[src/rtl/adc_seq_map.vh]
`ifndef ADC_SEQ_MAP_VH
`define ADC_SEQ_MAP_VH
// Selection register field layout
`define SEL_CH_LSB 0
`define SEL_CH_MSB 3
`define SEL_REF_LSB 6
`define SEL_REF_MSB 7
`define SEL_RESET 8'h00
// Reference encodings
`define REF_PIN 2'h0
`define REF_SUPPLY 2'h1
`define REF_RESERVED 2'h2
`define REF_INTERNAL 2'h3
// Channel encodings
`define CH_TEMP 4'h8
`define CH_BANDGAP 4'he
`define CH_GROUND 4'hf
// Result codes
`define RESULT_ZERO 10'h000
`define RESULT_FULL 10'h3ff
`define RESULT_SCALE 1024
// Conversion lengths in converter clock cycles
`define CONV_CYCLES 13
`define FIRST_CONV_CYCLES 25
// Converter cycle index at which the sample is taken
`define SH_NORMAL 5'h01
`define SH_FIRST 5'h0d
`endif

[src/rtl/adc_sequencer.v]
`include "adc_seq_map.vh"
`default_nettype none

module adc_sequencer #(
  parameter CONV_LEN = `CONV_CYCLES,
  parameter FIRST_LEN = `FIRST_CONV_CYCLES
) (
  // Clock and reset
  input wire mclk,
  input wire rst,
  // Converter clock tick from the prescaler, same clock domain
  input wire conv_tick,
  // Selection register access
  input wire sel_write,
  input wire [7:0] sel_wdata,
  output reg [7:0] selection_register,
  // Control
  input wire converter_enable,
  input wire start_write,
  input wire auto_trigger_enable,
  input wire trigger_edge,
  input wire done_clear,
  // Sleep
  input wire sleep_noise_or_idle,
  input wire cpu_halted,
  // Analog core
  input wire [9:0] sar_code,
  output reg [3:0] channel_select_bits,
  output reg [1:0] reference_select_bits,
  output reg sample_hold,
  // Status and result
  output reg start_conversion_bit,
  output reg conversion_done_flag,
  output reg done_irq_pulse,
  output reg [7:0] result_low_register,
  output reg [7:0] result_high_register
);

  ////////////////////////////////////////////////////////////////////////////
  localparam ST_IDLE = 2'h0;
  localparam ST_ARMED = 2'h1;
  localparam ST_CONV = 2'h2;

  reg [1:0] state;
  reg [4:0] cnt;
  reg [4:0] conv_len;
  reg first_done;
  reg sleep_armed;
  reg sleep_started;
  reg pending;

  ////////////////////////////////////////////////////////////////////////////
  // True while the counter stands in the final converter cycle of a conversion
  function last_step;
    input [4:0] count;
    input [4:0] length;
    begin
      last_step = (count == length - 5'h01);
    end
  endfunction

  ////////////////////////////////////////////////////////////////////////////
  // The lock spans the whole conversion except its final converter cycle.
  // The sampling phase therefore never sees a CPU write, while a write made
  // during the conversion is already applied when the next one starts.
  wire last_cycle = (state == ST_CONV) && conv_tick && last_step(cnt, conv_len);
  wire lock = (state == ST_CONV) && !last_step(cnt, conv_len);
  // Sleep start is held back in auto mode: the trigger owns the start then
  wire sleep_go = sleep_noise_or_idle && cpu_halted && sleep_armed && !auto_trigger_enable;
  wire req = start_write || sleep_go || (auto_trigger_enable && trigger_edge);

  ////////////////////////////////////////////////////////////////////////////
  // Buffered selection; reads see this copy
  always @(posedge mclk or posedge rst) begin
    if (rst) begin
      selection_register <= `SEL_RESET;
    end else if (sel_write) begin
      selection_register <= sel_wdata & 8'hcf;
    end
  end

  // Applied selection follows buffer while the converter is enabled and not locked
  always @(posedge mclk or posedge rst) begin
    if (rst) begin
      channel_select_bits <= 4'h0;
      reference_select_bits <= `REF_PIN;
    end else if (converter_enable && !lock) begin
      channel_select_bits <= selection_register[`SEL_CH_MSB:`SEL_CH_LSB];
      reference_select_bits <= selection_register[`SEL_REF_MSB:`SEL_REF_LSB];
    end
  end

  ////////////////////////////////////////////////////////////////////////////
  // Sleep start is armed once per sleep entry so it fires only once.
  // Limitation: a sleep entered while busy does not start a second conversion.
  always @(posedge mclk or posedge rst) begin
    if (rst) begin
      sleep_armed <= 1'b0;
    end else if (!sleep_noise_or_idle) begin
      sleep_armed <= 1'b1;
    end else if (sleep_go) begin
      sleep_armed <= 1'b0;
    end
  end

  always @(posedge mclk or posedge rst) begin
    if (rst) begin
      state <= ST_IDLE;
      cnt <= 5'h00;
      conv_len <= FIRST_LEN[4:0];
      first_done <= 1'b0;
      start_conversion_bit <= 1'b0;
      conversion_done_flag <= 1'b0;
      done_irq_pulse <= 1'b0;
      sample_hold <= 1'b0;
      sleep_started <= 1'b0;
      pending <= 1'b0;
      result_low_register <= 8'h00;
      result_high_register <= 8'h00;
    end else begin
      done_irq_pulse <= 1'b0;
      sample_hold <= 1'b0;
      // Set wins over clear on the done flag
      if (last_cycle) begin
        conversion_done_flag <= 1'b1;
      end else if (done_clear) begin
        conversion_done_flag <= 1'b0;
      end
      if (!converter_enable) begin
        // Disabling aborts; apart from reset it is the only path that ends a conversion early
        state <= ST_IDLE;
        start_conversion_bit <= 1'b0;
        first_done <= 1'b0;
        sleep_started <= 1'b0;
        pending <= 1'b0;
      end else begin
        case (state)
          ST_IDLE: begin
            if (req) begin
              state <= ST_ARMED;
              start_conversion_bit <= 1'b1;
              sleep_started <= sleep_go;
            end
          end
          ST_ARMED: begin
            // Waiting for the converter clock edge aligns the start to it,
            // so the sample point stays a fixed number of converter cycles on
            if (conv_tick) begin
              state <= ST_CONV;
              cnt <= 5'h00;
              conv_len <= first_done ? CONV_LEN[4:0] : FIRST_LEN[4:0];
            end
          end
          ST_CONV: begin
            // A start written mid-conversion in auto mode is queued, not lost
            if (auto_trigger_enable && start_write) begin
              pending <= 1'b1;
            end
            if (conv_tick) begin
              cnt <= cnt + 5'h01;
              // The first conversion samples late to let the analog part settle
              if (cnt == (first_done ? `SH_NORMAL : `SH_FIRST)) begin
                sample_hold <= 1'b1;
              end
            end
            if (last_cycle) begin
              first_done <= 1'b1;
              // Result saturation at full scale is the analog core's job
              result_low_register <= sar_code[7:0];
              // Result is always right adjusted; no left-adjust presentation
              result_high_register <= {6'h00, sar_code[9:8]};
              done_irq_pulse <= 1'b1;
              sleep_started <= 1'b0;
              // Free run: next conversion starts at the next converter clock tick with selection just copied
              if (auto_trigger_enable && (trigger_edge || pending)) begin
                state <= ST_ARMED;
                pending <= 1'b0;
              end else begin
                state <= ST_IDLE;
                start_conversion_bit <= 1'b0;
              end
            end
          end
          default: begin
            state <= ST_IDLE;
          end
        endcase
      end
    end
  end

endmodule

`default_nettype wire

[config.mk]
export PLATFORM = sky130hd
export DESIGN_NAME = adc_sequencer
export DESIGN_NICKNAME = d
export VERILOG_FILES = /design/src/rtl/adc_sequencer.v
export VERILOG_INCLUDE_DIRS = /design/src /design/src/rtl
export SDC_FILE = /design/constraint.sdc
export NUM_CORES = 1
export LEC_CHECK = 0
export ABC_CLOCK_PERIOD_IN_PS = 4270
export BUFFER_PORTS_ARGS = -buffer_cell sky130_fd_sc_hd__buf_4
export CORE_MARGIN = 4
export CORE_UTILIZATION = 54
export DETAILED_ROUTE_END_ITERATION = 10
export PLACE_DENSITY_LB_ADDON = 0.12
export SYNTH_ARGS = -nofsm -noshare
export SYNTH_HDL_FRONTEND = slang
export SYNTH_SLANG_ARGS = --single-unit
export TNS_END_PERCENT = 20
[constraint.sdc]
create_clock -name mclk -period 4.27 [get_ports mclk]
set_input_delay 0.2135 -clock mclk [delete_from_list [all_inputs] [get_ports mclk]]
set_output_delay 0.2135 -clock mclk [all_outputs]
set_load 0.01 [all_outputs]
==> results.json <==
{
  "yosysWarnings": 0,
  "cts_tree": "done",
  "drtIter0Drc": 135,
  "muxShareOfSynthArea_pct": 10.0,
  "grt_pass1_vias": 1621,
  "cap_violations": 0,
  "ctsResizeCount": 0,
  "relSlewSlack_pct": 51.5,
  "powerDensity_nw_per_um2": 357,
  "drt-wirelength-per-cell_um": 15.7,
  "area_growth_syn_to_layout_pct": 24.3,
  "final.setup.worst_slack_ps": 2130,
  "synthSimpleGateAreaFrac_pct": 19.6,
  "status": "completed",
  "hold_viol": 0,
  "crit_type": "flop to flop",
  "start_util_pct": 57.7,
  "vias": 1614,
  "finalClockSkew_ps": 5.17,
  "grt_pass1_wl_um": 7250,
  "nFillCells": 253,
  "clk_pin_slew_worst_paths_ps": 80,
  "place_congestion": 0.826,
  "grt_setup_unrepaired": "no",
  "netlist_area_um2": 2000,
  "critPathCaptureType": "flop",
  "drc": 0,
  "core_um2": 3470,
  "post_cts_buffers": 0,
  "cts.sinks": 38,
  "irDropWorstVdd_uv": 246,
  "p_leak_nw": 1.20,
  "die_h_um": 68.9,
  "slew_violations": 0,
  "cp_max_fo": 14,
  "wl_um": 4360,
  "period_minus_slack_ps": 2140,
  "die-area_um2": 4740,
  "drive_above_1_share_pct": 36.6,
  "cts_hold_repair.buffers": 0,
  "synth-compound-area-share_pct": 11.4,
  "hp-class": "input pin to asynchronous set/reset pin",
  "syn_area_per_cell_um2": 11.1,
  "port-buffer-count": 52,
  "htreeDepth": 2,
  "clock_latency_ps": 280,
  "antennaDiodeCount": 0,
  "ys_types": 42,
  "synth_top_area_share_pct": 46.3,
  "synth_top_family_by_area": "simple AND/OR/NAND/NOR gates",
  "synth_area_leader_cell": "dfrtp_1",
  "grt.total_usage_pct": 20.3,
  "synthXorXnorAreaFrac_pct": 2.50,
  "rows": 21,
  "finalSetupViolCount": 0,
  "grt_start_max_net_pins": 39,
  "cts_root_buf": "clkbuf_8",
  "cp.required_ps": 4440,
  "worstMarginPinSlew_ps": 722,
  "io_pins": 63,
  "start_kind": "flop",
  "worst_ep_arrival_time_ps": 2320,
  "synthTopCellsByArea": "dfrtp_1, mux2_2, nand2_1",
  "yosys.area_share.adder_pct": 1.88,
  "cts_made_buffers": 5,
  "grt_overflow": 0,
  "nets": 263,
  "antenna_found_initial": 0,
  "fp.dieW_um": 68.9,
  "clockBufferDepth": 2,
  "drtPass1Iterations": 4,
  "fmax_mhz": 466,
  "synthCells": 181,
  "via_per_inst": 5.81,
  "dp_hpwl_um": 3170,
  "fin_crit_sh_pct": 50.2,
  "ant_nets": 0,
  "place_ws_ps": 2140,
  "synth_seq_area_share_pct": 47.6,
  "fin_setup_tns_ps": 0,
  "synth-seq-cells": 38
}
cells in the mapped netlist (all sizes together):
library cell / instances
a21oi: 8
nor4: 7
nand3: 1
inv: 7
o311a: 1
o22ai: 1
or3: 7
buf: 10
a32o: 1
clkbuf: 7
o221ai: 6
mux2i: 2
nor3: 1
nand2b: 8
and3: 1
o21ai: 5
nor2b: 1
nor2: 1
and4b: 4
ha: 3
dfstp: 1
nand3b: 6
a2111o: 1
and2: 1
xnor2: 2
nand4b: 2
a21o: 1
a2111oi: 1
dfrtp: 37
nand2: 19
xor2: 2
a31o: 2
o32ai: 2
o211ai: 2
nand4: 2
mux2: 16
conb: 1
o31ai: 1
flip-flops by register name, indices dropped and copies added, names as in the netlist:
name,flops
result_low_register,8
selection_register,6
cnt,5
channel_select_bits,4
conv_len,2
reference_select_bits,2
result_high_register,2
state,2
conversion_done_flag,1
done_irq_pulse,1
first_done,1
pending,1
sample_hold,1
sleep_armed,1
start_conversion_bit,1
critical path, cell delays in order, from the launching register on:
cell	delay [ps]
dfrtp_1	670
nand4b_4	220
nor4_4	720
mux2_2	410
layer usage:
| layer | wire, µm | share of wire (%) | track usage, % |
|---|---|---|---|
| met4 | 26 | 0.60 | 7.79 |
| met1 | 1800 | 41 | 27.0 |
| met2 | 2120 | 48 | 31.3 |
| met3 | 422 | 9.7 | 6.00 |
| met5 | 0 | 0 | 0 |
power by group:
group | internal (W) | leakage, nW | total, W | switching [W]
combinational | 0.0000778 | 0.659 | 0.000160 | 0.0000823
sequential | 0.000390 | 0.495 | 0.000424 | 0.0000348
clock | 0.000174 | 0.0504 | 0.000302 | 0.000129
cells in the final DEF (no fill, tap or decap), drive strengths merged, types with 6 or more instances in the layout:
master / count
o221ai: 6
a21oi: 8
dfrtp: 37
or3: 7
nor4: 7
mux2: 16
buf: 53
nand3b: 6
inv: 7
nand2b: 8
nand2: 19
conb: 8
final cells by class:
cell class | count | area (µm²) | share of cell area [%]
clock buffer | 5 | 68.8 | 2.77
clock inverter | 3 | 45.0 | 1.81
inverter | 7 | 26.3 | 1.06
multi-input combinational | 126 | 940 | 37.8
sequential | 38 | 952 | 38.3
tap | 46 | 57.6 | 2.31
timing repair buffer | 53 | 398 | 16.0
cells by family after synthesis:
kind of cell / after synthesis
AND/OR/NAND/NOR: 61
XOR/XNOR: 4
other: 1
buffers and inverters: 24
AO/OA/AOI/OAI: 32
adder cells (fa/ha/maj): 3
multiplexers: 18
flip-flops: 38
path summary, 6_finish.rpt:
kind | start | endpoint | slack, ps | cells after the start
worst max-delay path | state[1]$_DFFE_PP0P_ | result_high_register[1]$_DFFE_PP0P_ | 2130 | 3
worst min-delay path | rst | selection_register[1]$_DFFE_PP0P_ | 40 | 3
worst max register to register | state[1]$_DFFE_PP0P_ | result_high_register[1]$_DFFE_PP0P_ | 2130 | 3
worst min register to register | sleep_armed$_DFFE_PP0P_ | sleep_armed$_DFFE_PP0P_ | 510 | 2
max in group asynchronous | rst | conv_len[4]$_DFFE_PP1P_ | 3880 | 3
min in group mclk | sleep_noise_or_idle | sleep_armed$_DFFE_PP0P_ | 90 | 2
metrics by stage:
stage | util [%] | power [W] | std cells | area, µm² | hold slack [ps]
6_report | 71.7 | 0.000887 | 278 | 2490 | 39.9
5_1_grt | 71.7 | 0.000931 | 278 | 2490 | 92.5
4_1_cts | 71.7 | 0.000894 | 278 | 2490 | 47.4
3_5_place_dp | 68.4 | 0.000590 | 270 | 2370 | 364
3_3_place_gp | 68.4 | 0.000580 | 270 | 2370 | 356
2_1_floorplan | - | 0.000521 | 188 | 2030 | 282
Note: power is estimated with default switching activity, not from simulation.
